[src/swe_pkg.sv]
/*
  Constants, field layout and carrier types for the single-wire echo UART.
  Assumes a 10 MHz pclk and APB with 32-bit data, one register per word.
*/
`default_nettype none
package swe_pkg;
  localparam int          CLK_HZ      = 10_000_000;
  localparam int          BAUD_DEF    = 76800;
  localparam logic [15:0] RXDIV_RST   = 16'(CLK_HZ / BAUD_DEF - 1);
  localparam logic [15:0] RELOAD_RST  = 16'h0103;
  localparam logic [7:0]  FILL_ONES   = 8'hff;
  localparam int          FIFO_DEPTH  = 8;
  localparam int          FIFO_WIDTH  = 8;

  localparam logic [7:0]  OFS_CTRL    = 8'h00;
  localparam logic [7:0]  OFS_RXDIV   = 8'h04;
  localparam logic [7:0]  OFS_RELOAD  = 8'h08;
  localparam logic [7:0]  OFS_STATUS  = 8'h0c;

  localparam int          CTRL_SEVEN  = 0;
  localparam int          CTRL_PAR    = 1;
  localparam int          CTRL_RXEN   = 3;
  localparam int          CTRL_HOLD   = 4;
  localparam int          ST_TXBUSY   = 0;
  localparam int          ST_RXBUSY   = 1;
  localparam int          ST_PARERR   = 2;
  localparam int          ST_FRMERR   = 3;
  localparam int          ST_LEVEL    = 4;
  localparam int          ST_LAST     = 8;

  typedef enum logic [1:0] {PAR_EVEN, PAR_ODD, PAR_NONE, PAR_RSVD} swe_par_t;

  typedef struct packed {
    logic     hold;
    logic     rx_en;
    swe_par_t par;
    logic     seven;
  } swe_cfg_t;

  localparam swe_cfg_t CTRL_RST = '{hold: 1'b0, rx_en: 1'b1, par: PAR_EVEN, seven: 1'b0};

  typedef struct packed {
    logic out;
    logic oe;
  } swe_pin_t;
endpackage
`default_nettype wire

[src/swe_echo.sv]
/*
  Single-wire UART echo: receiver, character FIFO, bit timer and frame
  shifter sharing one line pin, with an APB register slave.
  Assumes the line pin is synchronous to pclk and pulled high outside
  this block; the remote side stays quiet while an echo is in flight.
*/
// Notes on behaviour
// - characters are eight or seven data bits, same length both directions
// - data bits travel least significant bit first, receive and transmit
// - parity even, odd or none; even after reset
// - receiver reads the line non-inverted, high is one
// - bit rate is programmable; receiver defaults to 76800 bit/s
// - receiver raises a receive-complete event for every character
// - bit timer reload is 259, a period of 260 counts per bit
// - bit timer repeats in interval mode, started only from inside
// - bit timer never drives its own output pin
// - 16-bit frame: data low, 0xff above, shifted left for start bit
// - parity bit, when enabled, follows directly after the data bits
// - to transmit: stop receiver, turn pin to output, start timer
// - each tick but the last shifts the frame right and drives the bit out
// - after the full frame count, stop timer and restart receiver
// - echo exactly the received character in the same format
// - bit tick handling takes precedence over receive-complete handling
`timescale 1ns/1ps
`default_nettype none

module swe_fifo #(
  parameter int W = 8,
  parameter int D = 8
) (
  input  wire logic         clk,
  input  wire logic         rst_n,
  input  wire logic [W-1:0] in_data,
  input  wire logic         in_valid,
  output logic              in_ready,
  output logic [W-1:0]      out_data,
  output logic              out_valid,
  input  wire logic         out_ready,
  output logic [$clog2(D):0] level
);
  localparam int AW = $clog2(D);
  logic [W-1:0] mem [D];
  logic [AW:0]  wp;
  logic [AW:0]  rp;
  logic         push;
  logic         pop;

  assign level     = wp - rp;
  assign in_ready  = (level != (AW+1)'(D));
  assign out_valid = (wp != rp);
  assign out_data  = mem[rp[AW-1:0]];
  assign push      = in_valid & in_ready;
  assign pop       = out_valid & out_ready;

  always_ff @(posedge clk) begin
    if (push) begin
      mem[wp[AW-1:0]] <= in_data;
    end
  end

  always_ff @(posedge clk or negedge rst_n) begin
    if (!rst_n) begin
      wp <= '0;
      rp <= '0;
    end else begin
      if (push) begin
        wp <= wp + 1'b1;
      end
      if (pop) begin
        rp <= rp + 1'b1;
      end
    end
  end
endmodule // swe_fifo

module swe_echo
  import swe_pkg::*;
(
  input  wire logic        pclk,
  input  wire logic        presetn,
  input  wire logic        psel,
  input  wire logic        penable,
  input  wire logic        pwrite,
  input  wire logic [7:0]  paddr,
  input  wire logic [31:0] pwdata,
  output logic [31:0]      prdata,
  output logic             pready,
  output logic             pslverr,
  input  wire logic        line_in,
  output logic             line_out,
  output logic             line_oe,
  output logic             timer_output_pin,
  output logic             timer_output_pin_oe,
  output logic             rx_done_event,
  output logic             bit_tick_event
);
  typedef enum logic [2:0] {RX_IDLE, RX_START, RX_BITS, RX_STOP, RX_PUSH} swe_rx_t;
  typedef enum logic [0:0] {TX_IDLE, TX_RUN} swe_tx_t;

  swe_cfg_t    cfg;
  logic [15:0] rx_div;
  logic [15:0] bit_period_reload;
  logic        par_err;
  logic        frm_err;
  logic [7:0]  last_char;

  swe_rx_t     rx_state;
  logic [15:0] rx_cnt;
  logic [3:0]  rx_idx;
  logic [8:0]  rx_sh;
  logic [7:0]  rx_data;
  logic        rx_run;
  logic        rx_pbit;
  logic        rx_pcalc;

  swe_tx_t     tx_state;
  logic [15:0] frame;
  logic [3:0]  remain;
  logic [3:0]  tot;
  logic        tx_start;
  logic        tx_finish;
  logic [15:0] next_word;

  logic        tmr_run;
  logic [15:0] tmr_cnt;
  logic        tick;

  logic [3:0]  nbits;
  logic        par_on;
  logic        fifo_in_ready;
  logic        fifo_out_valid;
  logic [7:0]  fifo_out_data;
  logic [3:0]  fifo_level;
  logic        push;
  logic        acc;
  logic        wr;
  logic        mapped;
  logic        clr_par;
  logic        clr_frm;
  logic        set_par;
  logic        set_frm;

  assign nbits  = cfg.seven ? 4'd7 : 4'd8;
  assign par_on = (cfg.par == PAR_EVEN) || (cfg.par == PAR_ODD);

  // apb slave: one wait state, so the answer comes two edges after setup
  assign acc    = psel & penable;
  assign wr     = acc & pready & pwrite & ~pslverr;
  assign mapped = (paddr == OFS_CTRL) || (paddr == OFS_RXDIV) ||
                  (paddr == OFS_RELOAD) || (paddr == OFS_STATUS);

  always_ff @(posedge pclk or negedge presetn) begin
    if (!presetn) begin
      pready  <= 1'b0;
      pslverr <= 1'b0;
      prdata  <= 32'h0;
    end else begin
      pready  <= acc & ~pready;
      pslverr <= acc & ~pready & ~mapped;
      if (acc & ~pready & ~pwrite) begin
        case (paddr)
          OFS_CTRL:   prdata <= {27'h0, cfg};
          OFS_RXDIV:  prdata <= {16'h0, rx_div};
          OFS_RELOAD: prdata <= {16'h0, bit_period_reload};
          OFS_STATUS: begin
            prdata              <= 32'h0;
            prdata[ST_TXBUSY]   <= (tx_state == TX_RUN);
            prdata[ST_RXBUSY]   <= (rx_state != RX_IDLE);
            prdata[ST_PARERR]   <= par_err;
            prdata[ST_FRMERR]   <= frm_err;
            prdata[ST_LEVEL+:4] <= fifo_level;
            prdata[ST_LAST+:8]  <= last_char;
          end
          default:    prdata <= 32'h0;
        endcase
      end
    end
  end

  always_ff @(posedge pclk or negedge presetn) begin
    if (!presetn) begin
      cfg               <= CTRL_RST;
      rx_div            <= RXDIV_RST;
      bit_period_reload <= RELOAD_RST;
    end else if (wr) begin
      case (paddr)
        OFS_CTRL:   cfg <= swe_cfg_t'(pwdata[4:0]);
        OFS_RXDIV:  rx_div <= pwdata[15:0];
        OFS_RELOAD: bit_period_reload <= pwdata[15:0];
        default:    ;
      endcase
    end
  end

  // sticky error flags, write one to clear; a new error wins the clear
  assign clr_par = wr && (paddr == OFS_STATUS) && pwdata[ST_PARERR];
  assign clr_frm = wr && (paddr == OFS_STATUS) && pwdata[ST_FRMERR];
  assign set_par = (rx_state == RX_STOP) && (rx_cnt == 16'h0) && par_on && (rx_pbit != rx_pcalc);
  assign set_frm = (rx_state == RX_STOP) && (rx_cnt == 16'h0) && !line_in;

  always_ff @(posedge pclk or negedge presetn) begin
    if (!presetn) begin
      par_err <= 1'b0;
      frm_err <= 1'b0;
    end else begin
      par_err <= set_par | (par_err & ~clr_par);
      frm_err <= set_frm | (frm_err & ~clr_frm);
    end
  end

  // receiver; halted whenever the line is turned round for transmit
  assign rx_run   = cfg.rx_en & (tx_state == TX_IDLE) & ~tx_start;
  assign rx_data  = cfg.seven ? {1'b0, rx_sh[6:0]} : rx_sh[7:0];
  assign rx_pbit  = rx_sh[nbits];
  assign rx_pcalc = (^rx_data) ^ (cfg.par == PAR_ODD);
  assign push     = (rx_state == RX_PUSH);

  always_ff @(posedge pclk or negedge presetn) begin
    if (!presetn) begin
      rx_state <= RX_IDLE;
      rx_cnt   <= 16'h0;
      rx_idx   <= 4'h0;
      rx_sh    <= 9'h0;
    end else if (!rx_run && rx_state != RX_PUSH) begin
      rx_state <= RX_IDLE;
    end else begin
      case (rx_state)
        RX_IDLE: begin
          if (!line_in) begin
            rx_cnt   <= {1'b0, rx_div[15:1]};
            rx_state <= RX_START;
          end
        end
        RX_START: begin
          if (rx_cnt != 16'h0) begin
            rx_cnt <= rx_cnt - 1'b1;
          end else if (line_in) begin
            rx_state <= RX_IDLE;
          end else begin
            rx_cnt   <= rx_div;
            rx_idx   <= 4'h0;
            rx_sh    <= 9'h0;
            rx_state <= RX_BITS;
          end
        end
        RX_BITS: begin
          if (rx_cnt != 16'h0) begin
            rx_cnt <= rx_cnt - 1'b1;
          end else begin
            rx_cnt        <= rx_div;
            rx_sh[rx_idx] <= line_in;
            rx_idx        <= rx_idx + 1'b1;
            if (rx_idx == nbits - {3'h0, ~par_on}) begin
              rx_state <= RX_STOP;
            end
          end
        end
        RX_STOP: begin
          if (rx_cnt != 16'h0) begin
            rx_cnt <= rx_cnt - 1'b1;
          end else begin
            rx_state <= RX_PUSH;
          end
        end
        RX_PUSH: begin
          // a full fifo stalls here, holding off the next character
          if (fifo_in_ready) begin
            rx_state <= RX_IDLE;
          end
        end
        default: rx_state <= RX_IDLE;
      endcase
    end
  end

  always_ff @(posedge pclk or negedge presetn) begin
    if (!presetn) begin
      rx_done_event <= 1'b0;
      last_char     <= 8'h0;
    end else begin
      rx_done_event <= push & fifo_in_ready;
      if (push & fifo_in_ready) begin
        last_char <= rx_data;
      end
    end
  end

  swe_fifo #(
    .W (FIFO_WIDTH),
    .D (FIFO_DEPTH)
  ) u_fifo (
    .clk       (pclk),
    .rst_n     (presetn),
    .in_data   (rx_data),
    .in_valid  (push),
    .in_ready  (fifo_in_ready),
    .out_data  (fifo_out_data),
    .out_valid (fifo_out_valid),
    .out_ready (tx_start),
    .level     (fifo_level)
  );

  // bit timer: interval mode, reloads itself, started only by tx_start
  assign tick = tmr_run && (tmr_cnt == 16'h0);

  always_ff @(posedge pclk or negedge presetn) begin
    if (!presetn) begin
      tmr_run        <= 1'b0;
      tmr_cnt        <= 16'h0;
      bit_tick_event <= 1'b0;
    end else begin
      bit_tick_event <= tick;
      if (tx_start) begin
        tmr_run <= 1'b1;
        tmr_cnt <= bit_period_reload;
      end else if (tx_finish) begin
        tmr_run <= 1'b0;
      end else if (tick) begin
        tmr_cnt <= bit_period_reload;
      end else if (tmr_run) begin
        tmr_cnt <= tmr_cnt - 1'b1;
      end
    end
  end

  // the timer's own pin stays quiet; only the line port carries data
  always_ff @(posedge pclk or negedge presetn) begin
    if (!presetn) begin
      timer_output_pin    <= 1'b0;
      timer_output_pin_oe <= 1'b0;
    end else begin
      timer_output_pin    <= 1'b0;
      timer_output_pin_oe <= 1'b0;
    end
  end

  // frame build: data low, ones above, parity dropped in after data
  always_comb begin
    next_word        = {FILL_ONES, fifo_out_data};
    if (cfg.seven) begin
      next_word[7] = 1'b1;
    end
    if (par_on) begin
      next_word[nbits] = (^(cfg.seven ? {1'b0, fifo_out_data[6:0]} : fifo_out_data))
                         ^ (cfg.par == PAR_ODD);
    end
  end

  // tick work is done in the same cycle it fires, never deferred
  assign tx_start  = (tx_state == TX_IDLE) && fifo_out_valid && !cfg.hold &&
                     (rx_state == RX_IDLE) && line_in;
  assign tx_finish = (tx_state == TX_RUN) && tick && (remain == 4'h0);

  always_ff @(posedge pclk or negedge presetn) begin
    if (!presetn) begin
      tx_state <= TX_IDLE;
      frame    <= 16'hffff;
      remain   <= 4'h0;
      tot      <= 4'h0;
      line_out <= 1'b1;
      line_oe  <= 1'b0;
    end else begin
      case (tx_state)
        TX_IDLE: begin
          if (tx_start) begin
            frame    <= {next_word[14:0], 1'b0};
            remain   <= nbits + {3'h0, par_on} + 4'd2;
            tot      <= nbits + {3'h0, par_on} + 4'd2;
            line_out <= 1'b1;
            line_oe  <= 1'b1;
            tx_state <= TX_RUN;
          end
        end
        TX_RUN: begin
          if (tx_finish) begin
            line_oe  <= 1'b0;
            line_out <= 1'b1;
            tx_state <= TX_IDLE;
          end else if (tick) begin
            line_out <= frame[0];
            frame    <= {1'b1, frame[15:1]};
            remain   <= remain - 1'b1;
          end
        end
        default: tx_state <= TX_IDLE;
      endcase
    end
  end

  // checking helpers
  logic [15:0] gap;
  logic        gap_ok;
  logic        fr0;
  assign fr0 = frame[0];

  always_ff @(posedge pclk or negedge presetn) begin
    if (!presetn) begin
      gap    <= 16'h0;
      gap_ok <= 1'b0;
    end else if (tx_start || tick) begin
      gap    <= 16'h0;
      gap_ok <= 1'b1;
    end else begin
      gap <= gap + 1'b1;
    end
  end
endmodule // swe_echo
`default_nettype wire

[config.mk]
export PLATFORM = sky130hd
export DESIGN_NAME = swe_echo
export DESIGN_NICKNAME = d
export VERILOG_FILES = /design/src/swe_pkg.sv /design/src/swe_echo.sv
export SDC_FILE = /design/constraint.sdc
export NUM_CORES = 1
export LEC_CHECK = 0
export BUFFER_PORTS_ARGS = -buffer_cell sky130_fd_sc_hd__buf_4
export CORE_UTILIZATION = 55
export CTS_BUF_LIST = sky130_fd_sc_hd__clkbuf_8
export DETAILED_ROUTE_END_ITERATION = 8
export GPL_ROUTABILITY_DRIVEN = 0
export PLACE_DENSITY = 0.77
export SLEW_MARGIN = 20
export SYNTH_ARGS = -nofsm -noshare
export SYNTH_HDL_FRONTEND = slang
export SYNTH_SLANG_ARGS = --single-unit
export TNS_END_PERCENT = 5
[constraint.sdc]
create_clock -name pclk -period 9.27 [get_ports pclk]
set_input_delay 0.4635 -clock pclk [delete_from_list [all_inputs] [get_ports pclk]]
set_output_delay 0.4635 -clock pclk [all_outputs]
set_load 0.01 [all_outputs]
After elaboration in Yosys (flattened, before gate mapping) --
Memories as Yosys holds them, arrays and structs flattened. Cells that the tools add are included.
Storage, ports and cells: memories 1, word-level logic and storage cells 209, output and inout bits 40, input port bits 46, bits in registers 163, memory bits (writable) 64
Operators by class: mux-type cells 61, bitwise gates (word level) 27, eq/ne operators 31, reductions and logical operators 48, add/sub/neg operators 10, magnitude comparators 4
Memory list:
- u_fifo.mem | words 8, width 8, rd ports 1, clocked after Yosys merged registers in 0, wr ports 1, line swe_echo.sv:42 | logic [W-1:0] mem [D];
Operator list (count):
- $mux W16 | 12
- $pmux W16 S4 | 2
- $logic_not A16 Y1 | 2
- $pmux W16 S2 | 1
- $sub A16 B1 Y16 const B | 2
- $mux W4 | 7
- $mux W9 | 3
- $ne A3 B3 Y1 const B | 8
- $mux W3 | 7
- $pmux W9 S2 | 1
- $logic_and A1 B1 Y1 | 17
- $bwmux W16 | 1
- $eq A8 B4 Y1 const B | 2
- $mux W8 | 2
- $pmux W4 S2 | 2
- $reduce_bool A16 Y1 | 1
- $reduce_xor A8 Y1 | 2
- $mux W15 | 1
- $pmux W3 S5 | 1
- $ne A2 B2 Y1 const B | 7
- $and A1 B1 Y1 | 13
- $mux W1 | 13
- $add A4 B1 Y4 const B | 3
- $reduce_and A2 Y1 | 6
- 38 further kinds | 65

Longest topological paths before layout --
Gate-level depths: netlist of the first run.
word-level depth 11, gate-level depth with buffers 12, depth with buffers taken out 11

Hierarchy --
A second synthesis of the first run with hierarchy kept.
Second synthesis, totals: cells, all modules 907, area total of the unflattened synthesis 10491.3 um2
Modules (own cells, without submodules):
- swe_echo | seq. area each 3349.5 um2, area an instance 7447.1 um2, cells each 735, instances 1
- swe_fifo | seq. area each 2122.0 um2, area an instance 3044.2 um2, cells each 172, instances 1

Worst setup path after synthesis of the first run --
OpenSTA, ideal clock, no wires.
path type register to register, from reg u_fifo.rp[1], to mem u_fifo.mem[0][0] (enable), path slack 5.807 ns, clock period less this slack 3.463 ns, library setup time 0.398 ns, required time 8.872 ns, path buffers 2, stages on the path, launching flop included 11, arrival time 3.065 ns, cell sequence dfrtp_1 -> buf_2 -> inv_2 -> ha_1 -> nor2b_1 -> o21ai_0 -> nand3_1 -> nor3b_1 -> nor2_1 -> buf_2 -> nor4b_1
On the way: cells in the longest elaborated chain, start to end 5
RTL lines:
- start: declaration | line swe_echo.sv:44 | logic [AW:0] rp;
- start signal: assignment | line swe_echo.sv:70 | rp <= rp + 1'b1;
- $sub A4 B4 Y4 | line swe_echo.sv:48 | assign level = wp - rp;
- $ne A4 B4 Y1 | line swe_echo.sv:49 | assign in_ready = (level != (AW+1)'(D));
- $and A1 B1 Y1 | line swe_echo.sv:52 | assign push = in_valid & in_ready;
- via u_fifo.push | line swe_echo.sv:45 | logic push;
- $mux W1 | line swe_echo.sv:56 | if (push) begin
- $mux W1 (implied by the code) | line swe_echo.sv:57 | mem[wp[AW-1:0]] <= in_data;
- end: declaration | line swe_echo.sv:42
The timed path passes the listed nets, and every way through them passes these cells.

Worst setup path after layout of the first run --
from reg u_fifo.rp[1], to mem u_fifo.mem[1][5] (enable)
On the way: cells in the longest elaborated chain, start to end 5
RTL lines (line):
- $sub A4 B4 Y4 | swe_echo.sv:48
- $ne A4 B4 Y1 | swe_echo.sv:49
- $and A1 B1 Y1 | swe_echo.sv:52
- $mux W1 | swe_echo.sv:56
- $mux W1 (implied by the code) | swe_echo.sv:57
Every way passes these cells.

==> results of run 1 <==
==> through the flow <==
step                hold slack [ns]  cells  util (%)  total power, mW
floorplan                    0.1679    906         -           0.9690
detailed placement           0.4574   1134     59.20           0.9924
CTS                          0.1495   1199     63.13            1.801
global route                 0.1521   1199     63.13            1.846
global placement             0.4480   1134     59.20           0.9922
finish                       0.1686   1199     63.13            1.786
==> cell usage after synthesis (6+ instances only) <==
cell | n | share of area, %
sky130_fd_sc_hd__mux2i_1 | 6 | 0.59
sky130_fd_sc_hd__a22o_1 | 11 | 0.94
sky130_fd_sc_hd__nand2_1 | 71 | 2.6
sky130_fd_sc_hd__dfstp_2 | 17 | 4.4
sky130_fd_sc_hd__inv_1 | 21 | 0.77
sky130_fd_sc_hd__o21ai_0 | 29 | 1.4
sky130_fd_sc_hd__a22oi_1 | 17 | 1.3
sky130_fd_sc_hd__mux2_2 | 13 | 1.4
sky130_fd_sc_hd__ha_1 | 17 | 2.1
sky130_fd_sc_hd__dfrtp_1 | 124 | 30
sky130_fd_sc_hd__a21oi_1 | 54 | 2.7
sky130_fd_sc_hd__nand3_1 | 12 | 0.59
sky130_fd_sc_hd__clkbuf_1 | 30 | 1.1
sky130_fd_sc_hd__a31oi_1 | 6 | 0.37
sky130_fd_sc_hd__buf_2 | 8 | 0.39
sky130_fd_sc_hd__nor4_1 | 11 | 0.67
sky130_fd_sc_hd__edfxtp_1 | 64 | 19
sky130_fd_sc_hd__nor3b_1 | 6 | 0.44
sky130_fd_sc_hd__nor2_1 | 54 | 2.0
sky130_fd_sc_hd__buf_4 | 18 | 1.3
sky130_fd_sc_hd__a221oi_1 | 6 | 0.52
sky130_fd_sc_hd__nor2b_1 | 10 | 0.61
sky130_fd_sc_hd__o31ai_1 | 6 | 0.44
sky130_fd_sc_hd__mux2_1 | 45 | 5.0
sky130_fd_sc_hd__o21ai_1 | 68 | 3.3
sky130_fd_sc_hd__mux4_2 | 22 | 4.9
sky130_fd_sc_hd__nor3_1 | 20 | 0.98
sky130_fd_sc_hd__xnor2_1 | 31 | 2.7
==> layer usage <==
metal	track usage (%)	wire length, um	vias up
li1	-	-	3352
met1	35.98	10320	3506
met2	37.51	10410	221
met3	4.641	1395	27
met4	5.677	285	0
met5	0	0	-
==> report_power, final <==
group,switching (mW),internal (mW)
Combinational,0.0282,0.0148
Sequential,0.00144,0.931
Clock,0.358,0.452
Total,0.388,1.40
==> worst min-delay path by stage <==
stage,start,endpoint,slack (ns),cells past startpoint
floorplan,presetn,bit_period_reload[10],0.17,0
global placement,frame[9],frame[9],0.45,2
detailed placement,frame[5],frame[5],0.46,2
CTS,pwdata[12],bit_period_reload[12],0.15,2
global route,pwdata[12],bit_period_reload[12],0.15,2
finish,pwdata[12],bit_period_reload[12],0.17,2
==> cell families after synthesis <==
group / Yosys count
muxes: 89
buffers and inverters: 87
other: 1
DFF: 205
xor gates and xnor gates: 35
and+or+nand+nor: 232
adders and majority gates: 18
AOI/OAI and AO/OA: 222
==> flip-flops by register name (all words and copies together) (netlist names), 3 cells and up <==
register,flops
bit_period_reload,16
u_fifo.rp,4
prdata,16
cfg,5
rx_div,16
rx_cnt,16
u_fifo.mem,64
rx_idx,4
last_char,8
rx_sh,9
remain,4
frame,10
u_fifo.wp,4
tmr_cnt,16
rx_state,3
==> timing repair <==
item,4_1_cts,5_1_grt
hold endpoints to repair,66,0
hold buffers,1,0
setup buffers,0,0
==> final cells by class <==
type | count | area, um2
clock buffers | 40 | 550.5
clock inverters | 24 | 151.4
fillers | 1403 | 6668
inverters | 25 | 93.84
multi-input cells | 614 | 4393
flip-flops and latches | 205 | 5472
well taps | 229 | 286.5
repair buffers | 62 | 471.7
==> tab_implementation.tex, run 1 <==
\begin{tabular}{lr}
\hline
Metric & Value \\
\hline
\multicolumn{2}{l}{\textbf{Critical path}} \\
\quad Endpoint class of the critical path & register \\
\quad Depth of the worst register-to-register path & 8 \\
\quad Highest-delay cell along the critical path & sky130\_fd\_sc\_hd\_\_dfrtp\_1 \\
\quad Critical Path Stages & 8 \\
\quad Cells traversed along the worst timing path & inv\_2 -> ha\_1 -> nor2b\_1 -> o21ai\_0 -> nand3\_1 -> nor3b\_1 -> nor2\_1 -> nor4b\_2 \\
\quad Worst setup slack for register-to-register paths & 5.58 ns \\
\quad Worst Path Arrival & 3.82 ns \\
\quad Buf+Inv Stages, Crit Path & 1 \\
\quad Crit start category & register \\
\quad CP required & 9.40 ns \\
\quad Path type of the worst setup path & reg -> reg \\
\quad Largest incremental delay on the critical path & 0.86 ns \\
\quad Beginning of the critical path & u\_fifo.rp[1] \\
\quad Capture point of the worst path & u\_fifo.mem[1][5] \\
\quad Crit-path max FO & 19 \\
\quad Crit path max-delay family & simple AND/OR/NAND/NOR gates \\
\quad Reg-to-Reg End & u\_fifo.mem[1][5] \\
\quad Start of the worst register-to-register path & u\_fifo.rp[1] \\
\multicolumn{2}{l}{\textbf{Global route}} \\
\quad Antenna violations before repair & 0 \\
\quad First-pass GRT wire length & 36740 um \\
\quad Total overflow reported by the global router & 0 \\
\quad Maximum number of pins on one net before global-route repair & 76 \\
\quad Global-route usage over all layers & 24.36\% \\
\quad Via count of the first global-routing pass & 6914 \\
\multicolumn{2}{l}{\textbf{Die}} \\
\quad Floorplan core area & 18090 um2 \\
\quad Total I/O pin count & 86 \\
\quad Initial cell density of the core & 56.37\% \\
\quad Std-Cell Rows & 49 \\
\quad Horizontal extent of the die & 138.2 um \\
\quad Die area & 19090 um2 \\
\quad Die extent in y & 138.2 um \\
\multicolumn{2}{l}{\textbf{Layout}} \\
\quad Number of nets at the end of the flow & 1008 \\
\quad Commonest non-fill, non-tap cell in the layout & sky130\_fd\_sc\_hd\_\_dfrtp\_1 \\
\quad Antenna diode count & 0 \\
\quad Synthesis-to-finish area growth & 11.99\% \\
\quad Proportion of layout cells with a drive suffix above 1 & 18.87\% \\
\quad Most frequent cells in the layout & 124 x sky130\_fd\_sc\_hd\_\_dfrtp\_1, 71 x sky130\_fd\_sc\_hd\_\_nand2\_1, 68 x sky130\_fd\_sc\_hd\_\_o21ai\_1 \\
\quad Cell area after layout & 11420 um2 \\
\multicolumn{2}{l}{\textbf{Yosys}} \\
\quad Main combinational cell family by area after synthesis & compound AO/OA/AOI/OAI gates \\
\quad Post-synthesis area per instance & 11.47 um2 \\
\quad Post-Synth Simple-Gate Area & 11.50\% \\
\quad Complex-gate fraction of the synthesized area & 13.01\% \\
\quad Post-synthesis sequential area ratio & 53.66\% \\
\quad Count of cell types in the netlist & 76 \\
\quad Total of flip-flops plus latches after synthesis & 205 \\
\quad Xor/xnor share of the synthesized area & 3.007\% \\
\quad Instance count of the mapped netlist & 889 \\
\quad Number of enable-type register cells in the synthesized netlist & 64 \\
\quad Arithmetic-cell share of the synthesized area counting full adders, half adders and majority gates & 2.282\% \\
\quad Top FF cell, synth & sky130\_fd\_sc\_hd\_\_dfrtp\_1 \\
\quad Proportion of register bits with asynchronous set or reset after synthesis & 68.78\% \\
\quad Mux cell area share after synthesis & 12.47\% \\
\quad Total of warnings raised by yosys & 0 \\
\quad Post-synthesis instance area & 10200 um2 \\
\multicolumn{2}{l}{\textbf{Timing}} \\
\quad RSZ-0062 raised after global routing & no \\
\quad Setup WS post-layout & 5.575 ns \\
\quad Slew Viols, Final & 0 \\
\quad Setup tns final & 0 ns \\
\quad Worst slew pin tran & 1.019 ns \\
\quad Number of endpoints with negative hold slack in the final report & 0 \\
\quad Worst clock skew & 0.02498 ns \\
\quad Period Utilization, post-route & 39.86\% \\
\quad Highest clock rate & 270.6 MHz \\
\quad Final setup vio count & 0 \\
\quad Rel. slew slack & 31.79\% \\
\quad Post-layout min period & 3.695 ns \\
\multicolumn{2}{l}{\textbf{Power and ir drop}} \\
\quad Cell Pwr Density & 156.4 nW/um2 \\
\quad Peak supply drop & 0.1094 mV \\
\quad Leak Pwr & 4.675 nW \\
\multicolumn{2}{l}{\textbf{Route}} \\
\quad Drc violations & 12 \\
\quad DRC marker count from the first detailed-route iteration & 503 \\
\quad WL final & 22410 um \\
\quad Pre-Repair DR Iteration Count & 7 \\
\quad Number of nets with antenna violations after detailed routing & 0 \\
\quad Vias per cell & 5.927 \\
\quad Average detailed-routed wire length per instance & 18.69 um \\
\quad Total via count after detailed routing & 7106 \\
\multicolumn{2}{l}{\textbf{Place}} \\
\quad Number of port buffers & 51 \\
\quad Placed instance area & 10710 um2 \\
\quad Place WS & 5.486 ns \\
\quad Post-detail-place hpwl & 15400 um \\
\multicolumn{2}{l}{\textbf{CTS}} \\
\quad Resize count post-CTS & 0 \\
\quad TritonCTS clock tree & done \\
\quad Cell at the root of the clock tree & sky130\_fd\_sc\_hd\_\_clkbuf\_8 \\
\quad Clk\_lat worst skew & 0.52 ns \\
\quad H-tree lvl count & 2 \\
\quad Clock Pin Slew Worst Setup and Hold Paths & 0.06 ns \\
\quad Number of clock sinks & 205 \\
\quad Number of buffers created by CTS & 36 \\
\quad Maximum buffer depth of the clock tree & 3 \\
\multicolumn{2}{l}{\textbf{Job}} \\
\quad Maximum capacitance violations & 0 \\
\multicolumn{2}{l}{\textbf{Run status}} \\
\quad Outcome & finished with violations \\
\quad Violations in the final reports & design-rule violations \\
\multicolumn{2}{l}{\textbf{Hold path}} \\
\quad Worst min path class & in -> reg \\
\hline
\end{tabular}
Note: power is estimated with default switching activity, not from simulation.
==> inputs of run 2 (changes only) <==
--- a/config.mk
+++ b/config.mk
@@ -5,6 +5,7 @@
 export SDC_FILE = /design/constraint.sdc
 export NUM_CORES = 1
 export LEC_CHECK = 0
+export ABC_AREA = 1
 export BUFFER_PORTS_ARGS = -buffer_cell sky130_fd_sc_hd__buf_4
 export CORE_UTILIZATION = 55
 export CTS_BUF_LIST = sky130_fd_sc_hd__clkbuf_8
==> constraint.sdc (replaced) <==
create_clock -name pclk -period 3.7 [get_ports pclk]
set_input_delay 0.185 -clock pclk [delete_from_list [all_inputs] [get_ports pclk]]
set_output_delay 0.185 -clock pclk [all_outputs]
set_load 0.01 [all_outputs]
==> tab_implementation.tex, run 2 <==
\begin{tabular}{lr}
\hline
Metric & Value \\
\hline
\multicolumn{2}{l}{\textbf{Critical path}} \\
\quad Crit-path max FO & 18 (-1) \\
\quad Depth of the worst register-to-register path & 11 (+3) \\
\quad Critical Path Stages & 11 (+3) \\
\quad Reg-to-Reg End & u\_fifo.mem[6][2] \\
\quad Crit path top cell by count & sky130\_fd\_sc\_hd\_\_nand2\_1 \\
\quad Crit start category & register \\
\quad Cells traversed along the worst timing path & clkinv\_1 -> ha\_1 -> a21oi\_1 -> nand2\_1 -> xnor2\_1 -> inv\_1 -> nand4\_1 -> nand2\_2 -> inv\_2 -> nand2\_1 -> nor2\_1 \\
\quad Worst setup slack for register-to-register paths & 0.74 ns (-4.83 ns) \\
\quad Endpoint class of the critical path & register \\
\quad Largest incremental delay on the critical path & 0.60 ns (-0.26 ns) \\
\quad Highest-delay cell along the critical path & sky130\_fd\_sc\_hd\_\_nor2\_1 \\
\quad Path type of the worst setup path & reg -> reg \\
\quad Buf+Inv Stages, Crit Path & 3 (+2) \\
\quad Start of the worst register-to-register path & u\_fifo.rp[2] \\
\quad Worst Path Arrival & 3.11 ns (-0.71 ns) \\
\quad Crit path max-delay family & simple AND/OR/NAND/NOR gates \\
\quad CP required & 3.85 ns (-5.55 ns) \\
\multicolumn{2}{l}{\textbf{Timing}} \\
\quad Rel. slew slack & 33.39\% (+1.6 points) \\
\quad Number of endpoints with negative hold slack in the final report & 0 (unchanged) \\
\quad Worst slew pin tran & 0.9968 ns (-0.02266 ns) \\
\quad Highest clock rate & 337.9 MHz (+25\%) \\
\quad RSZ-0062 raised after global routing & no \\
\quad Period Utilization, post-route & 79.99\% (+40 points) \\
\quad Final setup vio count & 0 (unchanged) \\
\quad Setup tns final & 0 ns (unchanged) \\
\quad Post-layout min period & 2.960 ns (-0.7352 ns) \\
\quad Slew Viols, Final & 0 (unchanged) \\
\quad Worst clock skew & 0.01785 ns (-0.007127 ns) \\
\multicolumn{2}{l}{\textbf{Layout}} \\
\quad Max FFs per register & 64 (unchanged) \\
\quad Number of nets at the end of the flow & 1434 (+42\%) \\
\quad Cell area after layout & 12210 um2 (+6.9\%) \\
\quad Core Util, Final & 64.18\% (+1.0 points) \\
\quad Footprint of the flip-flops and latches & 5472 um2 (unchanged) \\
\quad Synthesis-to-finish area growth & 12.75\% \\
\quad Commonest non-fill, non-tap cell in the layout & sky130\_fd\_sc\_hd\_\_nand2\_1 \\
\quad Proportion of layout cells with a drive suffix above 1 & 12.83\% (-6.0 points) \\
\quad Antenna diode count & 0 (unchanged) \\
\quad Filler-free cell count of the finished design & 1655 (+38\%) \\
\quad Number of fill cells in the layout & 1622 (+16\%) \\
\quad Area of the multi-input gates & 4433 um2 (+0.91\%) \\
\quad Most frequent cells in the layout & 368 x sky130\_fd\_sc\_hd\_\_nand2\_1, 171 x sky130\_fd\_sc\_hd\_\_inv\_1, 127 x sky130\_fd\_sc\_hd\_\_o21ai\_0 \\
\multicolumn{2}{l}{\textbf{Yosys}} \\
\quad Xor/xnor share of the synthesized area & 2.739\% (-0.27 points) \\
\quad Proportion of register bits with asynchronous set or reset after synthesis & 68.78\% (unchanged) \\
\quad Main combinational cell family by area after synthesis & simple AND/OR/NAND/NOR gates \\
\quad Post-synthesis sequential area ratio & 50.54\% (-3.1 points) \\
\quad Synth area leaders & sky130\_fd\_sc\_hd\_\_dfrtp\_1 29\%, sky130\_fd\_sc\_hd\_\_edfxtp\_1 18\%, sky130\_fd\_sc\_hd\_\_nand2\_1 13\% \\
\quad Post-Synth Simple-Gate Area & 23.31\% (+12 points) \\
\quad Most numerous cell in the Yosys netlist & sky130\_fd\_sc\_hd\_\_nand2\_1 \\
\quad Top FF cell, synth & sky130\_fd\_sc\_hd\_\_dfrtp\_1 \\
\quad Total of flip-flops plus latches after synthesis & 205 (unchanged) \\
\quad Arithmetic-cell share of the synthesized area counting full adders, half adders and majority gates & 2.150\% (-0.13 points) \\
\quad Post-synthesis area per instance & 8.385 um2 (-27\%) \\
\quad Top cells by count, synth & 368 x sky130\_fd\_sc\_hd\_\_nand2\_1, 153 x sky130\_fd\_sc\_hd\_\_inv\_1, 127 x sky130\_fd\_sc\_hd\_\_o21ai\_0 \\
\quad Total of warnings raised by yosys & 0 (unchanged) \\
\quad Post-synthesis instance area & 10830 um2 (+6.2\%) \\
\quad Instance count of the mapped netlist & 1291 (+45\%) \\
\quad Complex-gate fraction of the synthesized area & 12.12\% (-0.88 points) \\
\quad Count of cell types in the netlist & 57 (-25\%) \\
\quad Number of enable-type register cells in the synthesized netlist & 64 (unchanged) \\
\quad Mux cell area share after synthesis & 0\% (-12 points) \\
\quad Yosys top cell by area & sky130\_fd\_sc\_hd\_\_dfrtp\_1 \\
\quad Area fraction of the dominant cell type after synthesis & 28.66\% (-1.8 points) \\
\multicolumn{2}{l}{\textbf{Die}} \\
\quad Initial cell density of the core & 56.92\% (+0.55 points) \\
\quad Die area & 20250 um2 (+6.1\%) \\
\quad Std-Cell Rows & 50 (+2.0\%) \\
\quad Total I/O pin count & 86 (unchanged) \\
\quad Die extent in y & 142.3 um (+3.0\%) \\
\quad Floorplan core area & 19020 um2 (+5.2\%) \\
\quad Horizontal extent of the die & 142.3 um (+3.0\%) \\
\multicolumn{2}{l}{\textbf{Global route}} \\
\quad Via count of the first global-routing pass & 8277 (+20\%) \\
\quad Antenna violations before repair & 0 (unchanged) \\
\quad First-pass GRT wire length & 41290 um (+12\%) \\
\quad Total overflow reported by the global router & 0 (unchanged) \\
\quad Global-route usage over all layers & 26.27\% (+1.9 points) \\
\quad Maximum number of pins on one net before global-route repair & 101 (+33\%) \\
\multicolumn{2}{l}{\textbf{Route}} \\
\quad Number of nets with antenna violations after detailed routing & 0 (unchanged) \\
\quad Total via count after detailed routing & 8803 (+24\%) \\
\quad DRC marker count from the first detailed-route iteration & 638 (+27\%) \\
\quad Vias per cell & 5.319 (-10\%) \\
\quad WL final & 25520 um (+14\%) \\
\quad Drc violations & 0 (-12) \\
\quad Pre-Repair DR Iteration Count & 5 (-2) \\
\quad Average detailed-routed wire length per instance & 15.42 um (-17\%) \\
\multicolumn{2}{l}{\textbf{Power and ir drop}} \\
\quad Peak supply drop & 0.2755 mV (+150\%) \\
\quad Total chip power & 6.620 mW (+270\%) \\
\quad Cell Pwr Density & 542.4 nW/um2 (+250\%) \\
\quad Leak Pwr & 5.822 nW (+25\%) \\
\multicolumn{2}{l}{\textbf{Place}} \\
\quad Number of port buffers & 51 (unchanged) \\
\quad Post-detail-place hpwl & 18020 um (+17\%) \\
\quad Placed instance area & 11370 um2 (+6.2\%) \\
\quad Placed Cells incl. Taps & 1575 (+39\%) \\
\multicolumn{2}{l}{\textbf{Hold path}} \\
\quad Hold Path Sink & rx\_div[2] \\
\quad Startpoint of the tightest hold check path & pwdata[2] \\
\quad Hold-critical path depth & 3 (+1) \\
\quad Worst min path class & in -> reg \\
\multicolumn{2}{l}{\textbf{CTS}} \\
\quad Number of buffers created by CTS & 35 (-2.8\%) \\
\quad Clk\_lat worst skew & 0.52 ns (about the same) \\
\quad Maximum buffer depth of the clock tree & 3 (unchanged) \\
\quad Number of clock sinks & 205 (unchanged) \\
\quad H-tree lvl count & 2 (unchanged) \\
\quad Clock Pin Slew Worst Setup and Hold Paths & 0.06 ns (about the same) \\
\quad TritonCTS clock tree & done \\
\quad Cell at the root of the clock tree & sky130\_fd\_sc\_hd\_\_clkbuf\_8 \\
\multicolumn{2}{l}{\textbf{Job}} \\
\quad Maximum capacitance violations & 0 (unchanged) \\
\multicolumn{2}{l}{\textbf{Run status}} \\
\quad Outcome & finished, final reports clean \\
\hline
\end{tabular}
run 2: cell types whose count changed in the layout (fill, tap and decap cells not counted), sizes merged, moves of 9 or more:
| cell | delta |
|---|---|
| nor2 | +30 |
| nand3 | +73 |
| xnor2 | -23 |
| nor2b | -10 |
| inv | +142 |
| xor2 | +21 |
| o21ai | +49 |
| mux2 | -58 |
| a221oi | +9 |
| mux4 | -23 |
| dlygate4sd3 | +17 |
| nand2 | +305 |
| a22oi | -12 |
| a21oi | -27 |
run 2: area by class of cell:
| type | instances | share of cell area, % |
|---|---|---|
| Clock buffer | 42 | 4.736 |
| Clock inverter | 20 | 0.6253 |
| Inverter | 170 | 5.320 |
| Multi-Input combinational cell | 875 | 36.32 |
| Sequential cell | 205 | 44.83 |
| Tap cell | 260 | 2.665 |
| Timing Repair Buffer | 83 | 5.505 |
run 2: worst max path at each step:
stage | endpoint | slack [ns] | start
global route | u_fifo.mem[6][4] | 0.52 | u_fifo.rp[2]
global placement | u_fifo.mem[6][0] | 0.83 | u_fifo.rp[2]
detailed placement | u_fifo.mem[6][0] | 0.76 | u_fifo.rp[2]
CTS | u_fifo.mem[6][2] | 0.74 | u_fifo.rp[2]
floorplan | u_fifo.mem[4][0] | 0.90 | u_fifo.rp[2]
finish | u_fifo.mem[6][2] | 0.74 | u_fifo.rp[2]
run 2: metal layers:
| layer | routed length, um | vias to the layer above | track usage [%] |
|---|---|---|---|
| met2 | 12050 | 310 | 41.85 |
| met4 | 444 | 0 | 7.131 |
| met1 | 11270 | 4108 | 37.23 |
| met3 | 1753 | 34 | 4.408 |
| met5 | 0 | - | 0 |
| li1 | - | 4351 | - |
run 2: tightest hold or removal path, cell delays in order:
cell and delay (ns):
sky130_fd_sc_hd__buf_4 0.07, sky130_fd_sc_hd__inv_1 0.08, sky130_fd_sc_hd__o21ai_0 0.16
run 2: per-stage QoR:
step	setup slack, ns	hold slack (ns)
finish	0.7403	0.03429
global route	0.5168	0.02587
CTS	0.7377	0.001388
detailed placement	0.7611	0.3669
global placement	0.8285	0.3672
floorplan	0.8997	-0.1106
run 2: cells by family (layout without fill, tap and decap cells):
family,after synthesis,in the layout
DFF,205,205
other,1,18
xor gates and xnor gates,33,33
adders and majority gates,18,18
and+or+nand+nor,583,583
AOI/OAI and AO/OA,223,223
buffers and inverters,228,315
run 2: repair_timing:
action,4_1_cts,5_1_grt
setup endpoints to repair,0,0
gates resized for setup,0,0
hold endpoints to repair,124,0
hold buffers,18,0
setup buffers,0,0
run 2: power by group:
part	internal (mW)	switching (mW)	total, mW	leakage [nW]
Combinational	0.690	1.33	2.02	3.03
Sequential	2.56	0.137	2.69	2.39
Clock	1.02	0.879	1.90	0.403
==> inputs of run 3 (changes only) <==
==> constraint.sdc (replaced) <==
create_clock -name pclk -period 2.8 [get_ports pclk]
set_input_delay 0.14 -clock pclk [delete_from_list [all_inputs] [get_ports pclk]]
set_output_delay 0.14 -clock pclk [all_outputs]
set_load 0.01 [all_outputs]
==> tab_implementation.tex, run 3 (synthesized netlist as in run 2, its figures left out) <==
\begin{tabular}{lr}
\hline
Metric & Value \\
\hline
\multicolumn{2}{l}{\textbf{Die}} \\
\quad Std-Cell Rows & 50 (unchanged) \\
\quad Die area & 20250 um2 (unchanged) \\
\quad Initial cell density of the core & 56.92\% (unchanged) \\
\quad Total I/O pin count & 86 (unchanged) \\
\quad Floorplan core area & 19020 um2 (unchanged) \\
\quad Die extent in y & 142.3 um (unchanged) \\
\quad Horizontal extent of the die & 142.3 um (unchanged) \\
\multicolumn{2}{l}{\textbf{Global route}} \\
\quad Total overflow reported by the global router & 0 (unchanged) \\
\quad Antenna violations before repair & 0 (unchanged) \\
\quad Maximum number of pins on one net before global-route repair & 73 (-28\%) \\
\quad Via count of the first global-routing pass & 8440 (+2.0\%) \\
\quad First-pass GRT wire length & 42610 um (+3.2\%) \\
\quad Global-route usage over all layers & 27.05\% (+0.79 points) \\
\multicolumn{2}{l}{\textbf{CTS}} \\
\quad Cell at the root of the clock tree & sky130\_fd\_sc\_hd\_\_clkbuf\_8 \\
\quad Maximum buffer depth of the clock tree & 3 (unchanged) \\
\quad Clk\_lat worst skew & 0.52 ns (about the same) \\
\quad TritonCTS clock tree & done \\
\quad Number of clock sinks & 205 (unchanged) \\
\quad H-tree lvl count & 2 (unchanged) \\
\quad Clock Pin Slew Worst Setup and Hold Paths & 0.06 ns (about the same) \\
\quad Number of buffers created by CTS & 35 (unchanged) \\
\multicolumn{2}{l}{\textbf{Power and ir drop}} \\
\quad Total chip power & 8.844 mW (+34\%) \\
\quad Leak Pwr & 5.902 nW (+1.4\%) \\
\quad Peak supply drop & 0.4699 mV (+71\%) \\
\quad Cell Pwr Density & 713.8 nW/um2 (+32\%) \\
\multicolumn{2}{l}{\textbf{Route}} \\
\quad Number of nets with antenna violations after detailed routing & 0 (unchanged) \\
\quad Drc violations & 0 (unchanged) \\
\quad WL final & 26440 um (+3.6\%) \\
\quad DRC marker count from the first detailed-route iteration & 669 (+4.9\%) \\
\quad Average detailed-routed wire length per instance & 15.81 um (+2.5\%) \\
\quad Vias per cell & 5.384 (+1.2\%) \\
\quad Total via count after detailed routing & 9002 (+2.3\%) \\
\quad Pre-Repair DR Iteration Count & 5 (unchanged) \\
\multicolumn{2}{l}{\textbf{Place}} \\
\quad Post-detail-place hpwl & 18500 um (+2.7\%) \\
\quad Placed instance area & 11470 um2 (+0.86\%) \\
\quad Placed Cells incl. Taps & 1588 (+0.83\%) \\
\quad Number of port buffers & 51 (unchanged) \\
\multicolumn{2}{l}{\textbf{Layout}} \\
\quad Antenna diode count & 0 (unchanged) \\
\quad Commonest non-fill, non-tap cell in the layout & sky130\_fd\_sc\_hd\_\_nand2\_1 \\
\quad Proportion of layout cells with a drive suffix above 1 & 14.24\% (+1.4 points) \\
\quad Number of nets at the end of the flow & 1450 (+1.1\%) \\
\quad Cell area after layout & 12390 um2 (+1.5\%) \\
\quad Filler-free cell count of the finished design & 1672 (+1.0\%) \\
\quad Most frequent cells in the layout & 368 x sky130\_fd\_sc\_hd\_\_nand2\_1, 164 x sky130\_fd\_sc\_hd\_\_inv\_1, 127 x sky130\_fd\_sc\_hd\_\_o21ai\_0 \\
\quad Max FFs per register & 64 (unchanged) \\
\quad Synthesis-to-finish area growth & 14.45\% \\
\quad Core Util, Final & 65.14\% (+0.97 points) \\
\multicolumn{2}{l}{\textbf{Critical path}} \\
\quad Crit-path max FO & 8 (-10) \\
\quad Worst Path Arrival & 2.77 ns (-0.34 ns) \\
\quad Crit path top cell by count & sky130\_fd\_sc\_hd\_\_nand2\_1 \\
\quad Largest incremental delay on the critical path & 0.37 ns (-0.23 ns) \\
\quad CP required & 3.02 ns (-0.83 ns) \\
\quad Path type of the worst setup path & reg -> reg \\
\quad Crit start category & register \\
\quad Cells traversed along the worst timing path & clkinv\_1 -> ha\_1 -> a21oi\_1 -> nand2\_1 -> xnor2\_1 -> inv\_1 -> nand4\_1 -> nand2\_2 -> inv\_2 -> nand2\_1 -> nor2\_1 -> buf\_4 \\
\quad Highest-delay cell along the critical path & sky130\_fd\_sc\_hd\_\_ha\_1 \\
\quad Endpoint class of the critical path & register \\
\quad Worst setup slack for register-to-register paths & 0.25 ns (-0.49 ns) \\
\multicolumn{2}{l}{\textbf{Timing}} \\
\quad RSZ-0062 raised after global routing & no \\
\quad Final setup vio count & 0 (unchanged) \\
\quad Worst slew pin tran & 0.9236 ns (-0.07317 ns) \\
\quad Period Utilization, post-route & 90.99\% (+11 points) \\
\quad Rel. slew slack & 38.28\% (+4.9 points) \\
\quad Post-layout min period & 2.548 ns (-0.4120 ns) \\
\quad Number of endpoints with negative hold slack in the final report & 0 (unchanged) \\
\quad Worst clock skew & 0.01152 ns (-0.006336 ns) \\
\quad Highest clock rate & 392.5 MHz (+16\%) \\
\quad Slew Viols, Final & 0 (unchanged) \\
\quad Smallest hold slack & 0.2100 ns (+0.1757 ns) \\
\multicolumn{2}{l}{\textbf{Run status}} \\
\quad Outcome & finished, final reports clean \\
\multicolumn{2}{l}{\textbf{Hold path}} \\
\quad Worst min path class & in -> async \\
\multicolumn{2}{l}{\textbf{Job}} \\
\quad Maximum capacitance violations & 0 (unchanged) \\
\hline
\end{tabular}
## run 3: changes by cell type in the layout (fill, tap and decap cells not counted)
| cell | previous run | this run |
|---|---|---|
| sky130_fd_sc_hd__a31oi_4 | 1 | 2 |
| sky130_fd_sc_hd__buf_4 | 64 | 77 |
| sky130_fd_sc_hd__clkbuf_8 | 42 | 45 |
| sky130_fd_sc_hd__clkinv_2 | 2 | 7 |
| sky130_fd_sc_hd__dlygate4sd3_1 | 18 | 20 |
| sky130_fd_sc_hd__inv_1 | 171 | 164 |
| sky130_fd_sc_hd__nor2_2 | 6 | 5 |
| sky130_fd_sc_hd__nor2_4 | 2 | 3 |
## run 3: area by class of cell
type	count	area, um2
repair buffers	98	789.5
inverters	170	649.4
clock buffers	45	619.3
multi-input cells	876	4459
flip-flops and latches	205	5472
well taps	260	325.3
clock inverters	18	75.07
fillers	1568	6629
## run 3: stage by stage
stage | setup slack, ns | TNS, ns
floorplan | -0.0003204 | -0.009019
global placement | 0.2410 | 0
detailed placement | 0.1594 | 0
CTS | 0.1385 | 0
global route | 0.03166 | 0
finish | 0.2523 | 0
## run 3: critical path, delay by kind of cell (launching register included)
| family | cells | cell delay [ns] |
|---|---|---|
| buffers and inverters | 4 | 0.45 |
| adders and majority gates | 1 | 0.37 |
| xor gates and xnor gates | 1 | 0.19 |
| and+or+nand+nor | 5 | 0.72 |
| DFF | 1 | 0.35 |
| AOI/OAI and AO/OA | 1 | 0.17 |
## run 3: final timing paths
check                                  start                to  cells after the start
worst max register to register  u_fifo.rp[2]  u_fifo.mem[1][5]                     12
worst min-delay path                 presetn        tmr_cnt[7]                      2
worst min register to register      frame[5]          frame[5]                      2
worst max-delay path            u_fifo.rp[2]  u_fifo.mem[1][5]                     12
max in group asynchronous            presetn         rx_div[7]                      3
min in group pclk                     pwrite           frm_err                      7
## run 3: where the power goes
group / leakage, nW / internal (mW) / switching (mW) / total, mW
logic: 3.10 / 0.920 / 1.72 / 2.64
registers: 2.39 / 3.38 / 0.192 / 3.57
clock network: 0.407 / 1.44 / 1.19 / 2.63
total: 5.90 / 5.74 / 3.10 / 8.84
## run 3: timing repair
action | 4_1_cts | 5_1_grt
setup endpoints to repair | 0 | 14
buffers inserted | 0 | 0
hold buffers | 20 | 0
resized for setup | 0 | 2
endpoints found under the hold margin | 107 | 0
## run 3: routing by layer
metal / global-route usage, % / vias up / routed length (um) / share of wire, %
li1: - / 4376 / - / -
met1: 38.29 / 4178 / 11830 / 45
met2: 41.77 / 387 / 11930 / 45
met3: 5.182 / 61 / 2003 / 7.6
met4: 9.338 / 0 / 669 / 2.5
met5: 0 / - / 0 / 0
